**config.mk**
```make
export PLATFORM = sky130hd
export DESIGN_NAME = hrp_dev_flat
export DESIGN_NICKNAME = d
export VERILOG_FILES = /design/src/hrp_pkg.sv /design/src/hrp_link_if.sv /design/src/hrp_dev.sv /design/src/flat_wrapper.sv
export SDC_FILE = /design/constraint.sdc
export NUM_CORES = 1
export LEC_CHECK = 0
export ABC_AREA = 1
export ABC_CLOCK_PERIOD_IN_PS = 3600
export BUFFER_PORTS_ARGS = -buffer_cell sky130_fd_sc_hd__buf_2
export CAP_MARGIN = 0
export CORE_MARGIN = 2
export CORE_UTILIZATION = 40
export DETAILED_ROUTE_END_ITERATION = 6
export GPL_TIMING_DRIVEN = 0
export PLACE_DENSITY = 0.52
export SETUP_SLACK_MARGIN = 0.2
export SLEW_MARGIN = 20
export SYNTH_ARGS = -nofsm -noshare
export SYNTH_HDL_FRONTEND = slang
export SYNTH_SLANG_ARGS = --single-unit
```
**constraint.sdc**
```tcl
create_clock -name SYS_CLK -period 3.6 [get_ports SYS_CLK]
set_input_delay 0 -clock SYS_CLK [delete_from_list [all_inputs] [get_ports SYS_CLK]]
set_output_delay 0 -clock SYS_CLK [all_outputs]
set_load 0.01 [all_outputs]
```
**src/hrp_pkg.sv**
```systemverilog
// Shared constants, state encodings and helpers of the hex record loader.
package hrp_pkg;
  localparam logic [7:0] START_MARK = 8'h3a;
  localparam logic [7:0] TYPE_DATA = 8'h00;
  localparam logic [7:0] TYPE_END = 8'h01;
  localparam logic [7:0] TYPE_EXT = 8'h02;
  localparam logic [7:0] EXT_LEN = 8'h02;
  localparam logic [7:0] END_LEN = 8'h00;
  localparam logic [15:0] EXT_LIMIT = 16'h1000;
  localparam logic [7:0] PW_MIN = 8'h08;
  localparam logic [15:0] PW_LO = 16'h1000;
  localparam logic [15:0] PW_HI = 16'hff9f;
  localparam logic [16:0] PW_TOP = 17'h0ffa0;
  localparam logic [15:0] BLANK_LO = 16'hffe0;
  localparam logic [15:0] BLANK_HI = 16'hffff;
  localparam logic [7:0] ERASED = 8'hff;
  localparam logic [1:0] RUN_MAX = 2'h3;
  localparam int FIFO_DEPTH = 16;
  localparam int BYTE_W = 8;
  localparam logic [1:0] MODE_WRITE = 2'h0;
  localparam logic [1:0] MODE_RAM = 2'h1;
  localparam logic [1:0] MODE_ERASE = 2'h2;
  localparam logic [2:0] HDR_BYTES = 3'h4;

  typedef enum logic [15:0] {
    S_BLANK = 16'h0001,
    S_HDR = 16'h0002,
    S_CHK = 16'h0004,
    S_PWRD = 16'h0008,
    S_PWCMP = 16'h0010,
    S_WAITMK = 16'h0020,
    S_LEN = 16'h0040,
    S_AH = 16'h0080,
    S_AL = 16'h0100,
    S_TYPE = 16'h0200,
    S_DATA = 16'h0400,
    S_CSUM = 16'h0800,
    S_TX = 16'h1000,
    S_DONE = 16'h2000,
    S_HALT = 16'h4000,
    S_CHK2 = 16'h8000
  } hrp_dst_t;

  typedef enum logic [3:0] {
    C_IDLE = 4'h1,
    C_HDR = 4'h2,
    C_STRM = 4'h4,
    C_WAIT = 4'h8
  } hrp_cst_t;

  // Tells whether an address lies inside the password window.
  function automatic logic pw_window(input logic [15:0] a);
    pw_window = (a >= PW_LO) && (a <= PW_HI);
  endfunction
endpackage

```
**src/hrp_link_if.sv**
```systemverilog
// Byte link between the programming controller and the device.
`timescale 1ns/1ns
interface hrp_link_if;
  logic h2d_valid;
  logic [7:0] h2d_data;
  logic h2d_ready;
  logic d2h_valid;
  logic [7:0] d2h_data;
  modport dev (input h2d_valid, input h2d_data, output h2d_ready,
               output d2h_valid, output d2h_data);
  modport ctl (output h2d_valid, output h2d_data, input h2d_ready,
               input d2h_valid, input d2h_data);
endinterface

```
**src/hrp_dev.sv**
```systemverilog
// Device end: byte FIFO, blank check, password check and record parser.
`timescale 1ns/1ns
module hrp_fifo #(
  parameter int W = 8,
  parameter int DEPTH = 16
) (
  input wire logic clk,
  input wire logic rst,
  input wire logic in_valid,
  input wire logic [W-1:0] in_data,
  output logic in_ready,
  output logic out_valid,
  output logic [W-1:0] out_data,
  input wire logic out_ready
);
  localparam int AW = $clog2(DEPTH);
  logic [W-1:0] mem [DEPTH];
  logic [AW:0] wp_q;
  logic [AW:0] rp_q;
  logic push;
  logic pop;
  assign in_ready = !((wp_q[AW] != rp_q[AW]) &&
                      (wp_q[AW-1:0] == rp_q[AW-1:0]));
  assign out_valid = (wp_q != rp_q);
  assign out_data = mem[rp_q[AW-1:0]];
  assign push = in_valid && in_ready;
  assign pop = out_valid && out_ready;
  always_ff @(posedge clk) begin
    if (push) begin
      mem[wp_q[AW-1:0]] <= in_data;
    end
  end
  always_ff @(posedge clk) begin
    if (rst) begin
      wp_q <= '0;
      rp_q <= '0;
    end else begin
      if (push) begin
        wp_q <= wp_q + {{AW{1'b0}}, 1'b1};
      end
      if (pop) begin
        rp_q <= rp_q + {{AW{1'b0}}, 1'b1};
      end
    end
  end
endmodule // hrp_fifo

module hrp_dev (
  input wire logic SYS_CLK,
  input wire logic SYS_RST,
  hrp_link_if.dev LNK,
  input wire logic [1:0] MODE,
  input wire logic RX_ERROR,
  output logic [15:0] FLASH_ADDR,
  input wire logic [7:0] FLASH_DATA,
  output logic REC_WR,
  output logic [15:0] REC_ADDR,
  output logic [15:0] REC_EXT,
  output logic [7:0] REC_DATA,
  output logic BLANK,
  output logic HALTED,
  output logic DONE
);
  hrp_pkg::hrp_dst_t st_q;
  logic f_valid;
  logic [7:0] f_data;
  logic f_ready;
  logic take;
  logic ph_q;
  logic [15:0] fa_q;
  logic blank_q;
  logic [2:0] hcnt_q;
  logic [31:0] hdr_q;
  logic [7:0] n_q;
  logic [7:0] idx_q;
  logic [7:0] prev_q;
  logic [1:0] run_q;
  logic [1:0] run_d;
  logic [7:0] sum_q;
  logic [7:0] len_q;
  logic [7:0] type_q;
  logic [15:0] addr_q;
  logic [15:0] ext_q;
  logic [15:0] ext_acc_q;
  logic ext_hi_q;
  logic [15:0] tot_q;
  logic [7:0] tx_q;
  logic txv_q;
  logic [15:0] password_count_address;
  logic [15:0] password_compare_start;
  logic last_byte;

  hrp_fifo #(.W(hrp_pkg::BYTE_W), .DEPTH(hrp_pkg::FIFO_DEPTH)) u_fifo (
    .clk(SYS_CLK),
    .rst(SYS_RST),
    .in_valid(LNK.h2d_valid),
    .in_data(LNK.h2d_data),
    .in_ready(LNK.h2d_ready),
    .out_valid(f_valid),
    .out_data(f_data),
    .out_ready(f_ready)
  );

  assign password_count_address = hdr_q[31:16];
  assign password_compare_start = hdr_q[15:0];
  assign last_byte = (idx_q + 8'h01 == n_q);
  assign f_ready = (st_q == hrp_pkg::S_HDR) || (st_q == hrp_pkg::S_PWCMP) ||
                   (st_q == hrp_pkg::S_WAITMK) || (st_q == hrp_pkg::S_LEN) ||
                   (st_q == hrp_pkg::S_AH) || (st_q == hrp_pkg::S_AL) ||
                   (st_q == hrp_pkg::S_TYPE) || (st_q == hrp_pkg::S_DATA) ||
                   (st_q == hrp_pkg::S_CSUM);
  assign take = f_valid && f_ready;
  assign FLASH_ADDR = fa_q;
  assign BLANK = blank_q;
  assign HALTED = (st_q == hrp_pkg::S_HALT);
  assign DONE = (st_q == hrp_pkg::S_DONE);
  assign REC_EXT = ext_q;
  assign LNK.d2h_valid = txv_q;
  assign LNK.d2h_data = tx_q;
  assign run_d = ((idx_q != 8'h00) && (FLASH_DATA == prev_q)) ?
                 run_q + 2'h1 : 2'h1;

  always_ff @(posedge SYS_CLK) begin
    if (SYS_RST) begin
      st_q <= hrp_pkg::S_BLANK;
      ph_q <= 1'b0;
      fa_q <= hrp_pkg::BLANK_LO;
      blank_q <= 1'b1;
      hcnt_q <= 3'h0;
      hdr_q <= 32'h0;
      n_q <= 8'h00;
      idx_q <= 8'h00;
      prev_q <= 8'h00;
      run_q <= 2'h0;
    end else if (RX_ERROR && (st_q != hrp_pkg::S_DONE)) begin
      st_q <= hrp_pkg::S_HALT;
    end else begin
      case (st_q)
        hrp_pkg::S_BLANK: begin
          ph_q <= !ph_q;
          if (ph_q) begin
            if (FLASH_DATA != hrp_pkg::ERASED) begin
              blank_q <= 1'b0;
            end
            if (fa_q == hrp_pkg::BLANK_HI) begin
              st_q <= hrp_pkg::S_HDR;
            end else begin
              fa_q <= fa_q + 16'h0001;
            end
          end
        end
        hrp_pkg::S_HDR: begin
          if (take) begin
            hdr_q <= {hdr_q[23:0], f_data};
            hcnt_q <= hcnt_q + 3'h1;
            if (hcnt_q + 3'h1 == hrp_pkg::HDR_BYTES) begin
              st_q <= hrp_pkg::S_CHK;
            end
          end
        end
        hrp_pkg::S_CHK: begin
          if (!hrp_pkg::pw_window(password_count_address) ||
              !hrp_pkg::pw_window(password_compare_start)) begin
            st_q <= hrp_pkg::S_HALT;
          end else if (blank_q) begin
            st_q <= (MODE == hrp_pkg::MODE_ERASE) ? hrp_pkg::S_DONE :
                    hrp_pkg::S_WAITMK;
          end else begin
            fa_q <= password_count_address;
            st_q <= hrp_pkg::S_CHK2;
          end
        end
        hrp_pkg::S_CHK2: begin
          ph_q <= !ph_q;
          if (ph_q) begin
            n_q <= FLASH_DATA;
            if ((FLASH_DATA < hrp_pkg::PW_MIN) ||
                ({1'b0, password_compare_start} + {9'h000, FLASH_DATA} >
                 hrp_pkg::PW_TOP)) begin
              st_q <= hrp_pkg::S_HALT;
            end else begin
              fa_q <= password_compare_start;
              idx_q <= 8'h00;
              st_q <= hrp_pkg::S_PWRD;
            end
          end
        end
        hrp_pkg::S_PWRD: begin
          st_q <= hrp_pkg::S_PWCMP;
        end
        hrp_pkg::S_PWCMP: begin
          if (take) begin
            prev_q <= FLASH_DATA;
            run_q <= run_d;
            idx_q <= idx_q + 8'h01;
            fa_q <= fa_q + 16'h0001;
            if ((f_data != FLASH_DATA) || (run_d >= hrp_pkg::RUN_MAX)) begin
              st_q <= hrp_pkg::S_HALT;
            end else if (last_byte) begin
              st_q <= (MODE == hrp_pkg::MODE_ERASE) ? hrp_pkg::S_DONE :
                      hrp_pkg::S_WAITMK;
            end else begin
              st_q <= hrp_pkg::S_PWRD;
            end
          end
        end
        hrp_pkg::S_WAITMK: begin
          if (take && (f_data == hrp_pkg::START_MARK)) begin
            st_q <= hrp_pkg::S_LEN;
          end
        end
        hrp_pkg::S_LEN: begin
          if (take) begin
            st_q <= hrp_pkg::S_AH;
          end
        end
        hrp_pkg::S_AH: begin
          if (take) begin
            st_q <= hrp_pkg::S_AL;
          end
        end
        hrp_pkg::S_AL: begin
          if (take) begin
            st_q <= hrp_pkg::S_TYPE;
          end
        end
        hrp_pkg::S_TYPE: begin
          if (take) begin
            idx_q <= 8'h00;
            n_q <= len_q;
            if ((f_data != hrp_pkg::TYPE_DATA) &&
                (f_data != hrp_pkg::TYPE_END) &&
                (f_data != hrp_pkg::TYPE_EXT)) begin
              st_q <= hrp_pkg::S_HALT;
            end else if ((f_data == hrp_pkg::TYPE_EXT) &&
                         (len_q != hrp_pkg::EXT_LEN)) begin
              st_q <= hrp_pkg::S_HALT;
            end else if ((f_data == hrp_pkg::TYPE_END) &&
                         (len_q != hrp_pkg::END_LEN)) begin
              st_q <= hrp_pkg::S_HALT;
            end else if ((f_data == hrp_pkg::TYPE_DATA) && ext_hi_q) begin
              st_q <= hrp_pkg::S_HALT;
            end else begin
              st_q <= (len_q == 8'h00) ? hrp_pkg::S_CSUM : hrp_pkg::S_DATA;
            end
          end
        end
        hrp_pkg::S_DATA: begin
          if (take) begin
            idx_q <= idx_q + 8'h01;
            if (last_byte) begin
              st_q <= hrp_pkg::S_CSUM;
            end
          end
        end
        hrp_pkg::S_CSUM: begin
          if (take) begin
            if (sum_q + f_data != 8'h00) begin
              st_q <= hrp_pkg::S_HALT;
            end else if (type_q == hrp_pkg::TYPE_END) begin
              st_q <= hrp_pkg::S_TX;
            end else begin
              st_q <= hrp_pkg::S_WAITMK;
            end
          end
        end
        hrp_pkg::S_TX: begin
          st_q <= hrp_pkg::S_DONE;
        end
        hrp_pkg::S_DONE: begin
          st_q <= hrp_pkg::S_DONE;
        end
        hrp_pkg::S_HALT: begin
          st_q <= hrp_pkg::S_HALT;
        end
        default: begin
          st_q <= hrp_pkg::S_HALT;
        end
      endcase
    end
  end

  // Record fields, running sums and extended address.
  always_ff @(posedge SYS_CLK) begin
    if (SYS_RST) begin
      sum_q <= 8'h00;
      len_q <= 8'h00;
      type_q <= 8'h00;
      addr_q <= 16'h0000;
      ext_q <= 16'h0000;
      ext_acc_q <= 16'h0000;
      ext_hi_q <= 1'b0;
      tot_q <= 16'h0000;
    end else if (take) begin
      sum_q <= (st_q == hrp_pkg::S_WAITMK) ? 8'h00 :
               sum_q + f_data;
      if (st_q == hrp_pkg::S_LEN) begin
        len_q <= f_data;
      end
      if (st_q == hrp_pkg::S_AH) begin
        addr_q[15:8] <= f_data;
      end
      if (st_q == hrp_pkg::S_AL) begin
        addr_q[7:0] <= f_data;
      end
      if (st_q == hrp_pkg::S_TYPE) begin
        type_q <= f_data;
      end
      if (st_q == hrp_pkg::S_DATA) begin
        if (type_q == hrp_pkg::TYPE_EXT) begin
          ext_acc_q <= {ext_acc_q[7:0], f_data};
        end else begin
          tot_q <= tot_q + {8'h00, f_data};
        end
      end
      if ((st_q == hrp_pkg::S_CSUM) && (type_q == hrp_pkg::TYPE_EXT) &&
          (sum_q + f_data == 8'h00)) begin
        ext_q <= ext_acc_q;
        ext_hi_q <= (ext_acc_q >= hrp_pkg::EXT_LIMIT);
      end
    end
  end

  // Record data strobe and checksum reply bytes.
  always_ff @(posedge SYS_CLK) begin
    if (SYS_RST) begin
      REC_WR <= 1'b0;
      REC_ADDR <= 16'h0000;
      REC_DATA <= 8'h00;
      txv_q <= 1'b0;
      tx_q <= 8'h00;
    end else begin
      REC_WR <= take && (st_q == hrp_pkg::S_DATA) &&
                (type_q == hrp_pkg::TYPE_DATA);
      if (take && (st_q == hrp_pkg::S_DATA)) begin
        REC_ADDR <= addr_q + {8'h00, idx_q};
        REC_DATA <= f_data;
      end
      txv_q <= 1'b0;
      if (take && (st_q == hrp_pkg::S_CSUM) && (type_q == hrp_pkg::TYPE_END) &&
          (sum_q + f_data == 8'h00)) begin
        txv_q <= 1'b1;
        tx_q <= tot_q[15:8];
      end else if (st_q == hrp_pkg::S_TX) begin
        txv_q <= 1'b1;
        tx_q <= tot_q[7:0];
      end
    end
  end
endmodule // hrp_dev

```
**src/flat_wrapper.sv**
```systemverilog
// flat-port wrapper written by rule: the top's interface ports become plain ports
module hrp_dev_flat 
  (SYS_CLK, SYS_RST, MODE, RX_ERROR, FLASH_ADDR, FLASH_DATA, REC_WR, REC_ADDR, REC_EXT, REC_DATA, BLANK, HALTED, DONE, LNK_h2d_valid, LNK_h2d_data, LNK_h2d_ready, LNK_d2h_valid, LNK_d2h_data);
  hrp_link_if LNK_i ();
  input wire logic SYS_CLK;
  input wire logic SYS_RST;
  input wire logic [1:0] MODE;
  input wire logic RX_ERROR;
  output logic [15:0] FLASH_ADDR;
  input wire logic [7:0] FLASH_DATA;
  output logic REC_WR;
  output logic [15:0] REC_ADDR;
  output logic [15:0] REC_EXT;
  output logic [7:0] REC_DATA;
  output logic BLANK;
  output logic HALTED;
  output logic DONE;
  input wire logic [$bits(LNK_i.h2d_valid)-1:0] LNK_h2d_valid;
  input wire logic [$bits(LNK_i.h2d_data)-1:0] LNK_h2d_data;
  output wire logic [$bits(LNK_i.h2d_ready)-1:0] LNK_h2d_ready;
  output wire logic [$bits(LNK_i.d2h_valid)-1:0] LNK_d2h_valid;
  output wire logic [$bits(LNK_i.d2h_data)-1:0] LNK_d2h_data;
  assign LNK_i.h2d_valid = LNK_h2d_valid;
  assign LNK_i.h2d_data = LNK_h2d_data;
  assign LNK_h2d_ready = LNK_i.h2d_ready;
  assign LNK_d2h_valid = LNK_i.d2h_valid;
  assign LNK_d2h_data = LNK_i.d2h_data;
  hrp_dev u_core (.SYS_CLK(SYS_CLK), .SYS_RST(SYS_RST), .LNK(LNK_i), .MODE(MODE), .RX_ERROR(RX_ERROR), .FLASH_ADDR(FLASH_ADDR), .FLASH_DATA(FLASH_DATA), .REC_WR(REC_WR), .REC_ADDR(REC_ADDR), .REC_EXT(REC_EXT), .REC_DATA(REC_DATA), .BLANK(BLANK), .HALTED(HALTED), .DONE(DONE));
endmodule
```
======== Word-level counts from Yosys, hierarchy flattened ========
Memories as Yosys holds them, arrays and structs flattened. A register that Yosys moved wholly into a read port is not among the register bits.
Index checks and enable logic that the tools add are counted.
operators by class
  bitwise logic cells ..................... 2
  eq/ne operators ......................... 68
  $lt $le $gt $ge ......................... 8
  add/subtract/negate cells ............... 10
  reduce and logical (&&, ||, !) cells .... 67
  mux-type cells .......................... 55
operators with widths
  cell                                                                                    count
  16-bit 2-to-1 mux                                                                       30
  16-bit case mux with 14 select lines                                                    1
  8-bit 2-to-1 mux                                                                        9
  16-bit case mux with 4 select lines                                                     1
  16-bit by 13-bit greater-or-equal comparator with 1-bit output (second input constant)  3
  16-bit by 8-bit adder with 16-bit output                                                2
  16-bit equality test (second input constant)                                            2
  16-bit <= comparator (second input constant)                                            2
  8-bit logical NOT                                                                       4
  8-bit nonzero test                                                                      4
  15-bit 2-to-1 mux                                                                       2
  2-bit by 1-bit != test with 1-bit output (second input constant)                        14
  14-bit AND reduction                                                                    2
  8-bit case mux with 3 select lines                                                      1
  3-bit by 1-bit != test with 1-bit output (second input constant)                        7
  1-bit logical AND                                                                       20
  3-bit by 2-bit != test with 1-bit output (second input constant)                        6
  16-bit by 8-bit adder with 17-bit output                                                1
  17-bit by 16-bit > comparator with 1-bit output (second input constant)                 1
  16-bit by 1-bit adder with 16-bit output (second input constant)                        1
  16-bit by 1-bit equality test with 1-bit output (second input constant)                 1
  16-bit by 10-bit equality test with 1-bit output (second input constant)                1
  16-bit by 11-bit equality test with 1-bit output (second input constant)                1
  16-bit by 12-bit equality test with 1-bit output (second input constant)                1
  other kinds (53)                                                                        93
storage, ports and cells
  bits in writable memories ............... 128
  flip-flop bits (word level) ............. 228
  logic and storage cells ................. 238
  memories ................................ 1
  bits of input ports ..................... 22
  output and inout bits ................... 70
memory list
  memory             depth  bits a word  rd ports  clocked after Yosys merged registers in  write ports  line           source
  u_core.u_fifo.mem  16     8            1         1                                        1            hrp_dev.sv:17  logic [W-1:0] mem [DEPTH];

======== Logic depth before layout (Yosys ltp) ========
  depth in word-level cells ............... 14
  mapped depth ............................ 27
  depth with buffers taken out ............ 24

======== Hierarchy ========
From an unflattened synthesis, not the netlist that was laid out.
unflattened totals
  cell total of the unflattened synthesis .. 2242
  area total of the unflattened synthesis .. 17780.8 um2
modules (own cells, without submodules)
  module    instances  sequential area each (um2)  cells each  area each (um2)
  hrp_dev   1          4364.2                      1707        11780.0
  hrp_fifo  1          4124.0                      535         6000.8

======== Worst setup path before layout ========
No wires, ideal clock.
  path kind ............................... flip-flop to flip-flop
  start ................................... register (tool-made name)
  end ..................................... register u_core.ext_q[10] (netlist: u_core.REC_EXT[10])
  cell stages (with the launch flop) ...... 21
  slack ................................... 0.447 ns
  path buffers ............................ 4
  clock period less this slack ............ 3.153 ns
  required time ........................... 3.484 ns
  arrival ................................. 3.037 ns
  setup time .............................. 0.116 ns
  path through ............................ dfxtp_1 buf_6 buf_6 buf_2 o211ai_1 nand3_1 nand3_1 nand2_2 ha_1 a21oi_1 nand2_1 or2_2 nand2_1 nand3_1 nor3_1 nand2_1 inv_2 nand4_4 clkbuf_2 o21ai_0 nor2_1
RTL lines
  what                  line            source
  end signal, assigned  hrp_dev.sv:318  ext_q <= ext_acc_q;
  end, declared         hrp_dev.sv:83   logic [15:0] ext_q;

==> run_results.csv <==
group,metric,value,unit
timing,setup_viol,0,
logic_synthesis,synth-edff-count,128,
route,vias,16470,
timing,rsz0062_at_grt,"yes",
logic_synthesis,ys_warn_count,0,
grt,grt_start_max_net_pins,17,
route,routedWlPerCell,18.56,um
logic_synthesis,synthesis.area,0.01803,mm2
grt,antenna_found_initial,0,
grt,busiest_layer,"met2",
setup_path,rr_endpoint,"u_core.REC_EXT[6]",
floorplan,die_h,216.3,um
cts,clk-insertion-delay-late,0.57,ns
route,drt-total-wl,58420,um
timing,hold_viol,0,
logic_synthesis,yosys.area.top_type,"dfxtp_1",
finish,layout.nets,2590,
timing,tightest_slew,1.104,ns
cts,cts_sinks,360,
floorplan,num_io_pins,92,
timing,finalClockSkew,0.01720,ns
pwr,power.density,429.0,mW/mm2
logic_synthesis,synth_commonest_cells,"nand2_1 (498), inv_1 (278), dfxtp_1 (232), nor2_1 (212), a21oi_1 (201)",
timing,fin_crit,3.462,ns
logic_synthesis,async_reset_ff_share,0,%
logic_synthesis,synth_nets,2384,
route,drt_iter0_drc,1077,
logic_synthesis,synth.distinct_cells,58,
place,hpwlAfterDp,41100,um
min_path,hold_end,"u_core.n_q[4]",
grt,grt_pass1_vias,15530,
logic_synthesis,synthFlopType,"dfxtp_1",
cts,clkTransAtPathRegs,0.06,ns
finish,antenna_cells,0,
cts,root_buffer,"clkbuf_16",
setup_path,crit_arrival,3.92,ns
min_path,min_path_cells,4,
setup_path,r2r_cells,21,
floorplan,initial_utilization,40.69,%
setup_path,path_class,"reg -> reg",
timing,timing.hold.ws,0.04360,ns
timing,fmax,0.2889,GHz
route,dr.pass1.iters,5,
cts,htree_levels,2,
min_path,hp-start,"FLASH_DATA[4]",
timing,drv_slew,0,
pwr,peakVddDrop,0.3281,mV
route,drtAntennaViolNets,0,
outcome,status,"finished clean",
timing,maxSlewHeadroom,26.12,%
cts,cts_buffers,42,
timing,fin_tns_setup,0,ns
cts,cts.path.max_buffers,3,
route,viasPerCell,5.233,
route,drc,0,
floorplan,core-area,0.04432,mm2
cts,tritoncts,"yes",
setup_path,crit_required,4.06,ns
place,place_congestion,0.8975,
setup_path,end_kind,"register",
grt,grt_pass1_wl,89200,um
grt,grt_util_met3,2.947,%
grt,grt.total_usage,24.51,%
logic_synthesis,synth_top_area_share,25.76,%
logic_synthesis,ys_seq_area_share,47.07,%
place,io_buffers,90,
grt,met2_usage,41.70,%
finish,final_layout_size_suffix_gt1_share,17.22,%
floorplan,rows,77,
finish,area_delta_synth_final,22.65,%
logic_synthesis,syn_inst,2317,
floorplan,die_x,216.3,um
timing,post-route-period-util,96.17,%
logic_synthesis,syn-mean-instance-area,7.783,um2
setup_path,r2r_slack,0.14,ns
run,maxCapViolCount,0,
pwr,p_leak,9.361,nW
logic_synthesis,ys_ff_latch,360,
setup_path,cp-start-kind,"register",
min_path,holdCritPathClass,"in -> reg",
grt,grt_overflow,0,
grt,grt_use_met1,32.93,%
setup_path,path_max_fanout,10,
logic_synthesis,synth_most_common_cell,"nand2_1",
floorplan,die-area,0.04679,mm2
logic_synthesis,synth_area_leaders,"dfxtp_1 (26%), edfxtp_1 (21%), nand2_1 (10%)",
[logic make-up (layout without fill, tap and decap cells)]
group / Yosys count / in the layout / synth area share, %
AO/OA/AOI/OAI: 457 / 457 / 13.50
XOR/XNOR: 40 / 40 / 2.019
adder cells (fa/ha/maj): 45 / 45 / 3.289
buffers and inverters: 381 / 619 / 8.528
flip-flops: 360 / 360 / 47.07
AND/OR/NAND/NOR: 1034 / 1034 / 25.59
[power by group]
| part | switching [mW] | internal [mW] | leakage, nW |
|---|---|---|---|
| registers | 0.0441 | 4.26 | 3.03 |
| clock network | 1.78 | 2.50 | 0.680 |
| logic | 0.601 | 0.306 | 5.65 |
| total | 2.42 | 7.07 | 9.36 |
[per-layer routing]
layer	vias to the layer above	routed length, um
li1	8132	-
met1	7837	26380
met2	420	27930
met3	79	2868
met4	0	1243
met5	-	0
[cell usage in the layout (no fill, tap or decap), types with 38 or more instances in the layout]
cell       count
inv_1        274
a21oi_1      199
o21ai_0      169
nand2_1      472
nor2_1       197
nand3_1      141
nand4_1       38
buf_2        106
buf_4         43
edfxtp_1     128
dfxtp_1      231
clkbuf_16     45
clkbuf_1      44
[stage by stage]
step / util [%] / setup WS [ns] / instance area, um2 / cells / power, mW
floorplan: - / 0.4468 / 18030 / 2317 / 4.863
global placement: 43.38 / -0.7636 / 19220 / 2999 / 5.139
detailed placement: 43.45 / -0.7776 / 19260 / 3000 / 5.149
CTS: 48.46 / 0.1493 / 21480 / 3125 / 9.509
global route: 49.91 / -0.05228 / 22120 / 3147 / 9.802
finish: 49.91 / 0.1380 / 22120 / 3147 / 9.488
[repair_timing]
| item | CTS | global route |
|---|---|---|
| gates cloned | 2 | 4 |
| hold buffers | 20 | 0 |
| gates resized for setup | 111 | 99 |
| hold endpoints to repair | 150 | 0 |
| setup endpoints to repair | 38 | 55 |
| pin swaps | 26 | 50 |
| buffers inserted | 27 | 18 |
[critical path: stages (launching register included)]
cell and delay, ns:
dfxtp_2 0.31, buf_6 0.13, buf_8 0.13, buf_12 0.14, nor2_2 0.10, nor2_1 0.04, o21ai_1 0.07, nand3_1 0.12
nand3_2 0.11, nand2_4 0.09, ha_4 0.17, fa_2 0.38, xor2_1 0.18, nor3_2 0.20, nand3_2 0.10, nor3_2 0.18
nand2_2 0.11, inv_2 0.09, nand4_4 0.24, clkbuf_8 0.26, o21ai_1 0.13, nor2_1 0.05
[registers in the layout, summed over array words and instances (netlist names), 3 cells and up, named ones only]
name	flops
u_core.u_fifo.mem	128
u_core.hdr_q	32
u_core.FLASH_ADDR	16
u_core.REC_ADDR	16
u_core.REC_EXT	16
u_core.addr_q	16
u_core.ext_acc_q	16
u_core.st_q	16
u_core.tot_q	16
u_core.LNK.d2h_data	8
u_core.REC_DATA	8
u_core.idx_q	8
u_core.len_q	8
u_core.n_q	8
u_core.prev_q	8
u_core.sum_q	8
u_core.type_q	8
u_core.u_fifo.rp_q	5
u_core.u_fifo.wp_q	5
u_core.hcnt_q	3
[layout make-up]
| class | count | area, um2 |
|---|---|---|
| Fill cell | 4366 | 22200 |
| Timing Repair inverter | 1 | 5.005 |
| Buffer | 85 | 564.3 |
| Sequential cell | 360 | 8489 |
| Tap cell | 592 | 740.7 |
| Inverter | 296 | 1130 |
| Multi-Input combinational cell | 1576 | 8655 |
| Clock buffer | 51 | 1115 |
| Clock inverter | 25 | 246.5 |
| Timing Repair Buffer | 161 | 1172 |
[worst max-delay path by stage]
| stage | startpoint | slack (ns) | to |
|---|---|---|---|
| after global placement | register | -0.76 | u_core.REC_EXT[7] |
| final | register | 0.14 | u_core.REC_EXT[6] |
| after floorplan | register | 0.45 | u_core.REC_EXT[10] |
| after global routing | register | -0.05 | u_core.REC_EXT[6] |
| after CTS | register | 0.15 | u_core.REC_EXT[15] |
| after detailed placement | register | -0.78 | u_core.REC_EXT[9] |
Note: power is estimated with default switching activity, not from simulation.
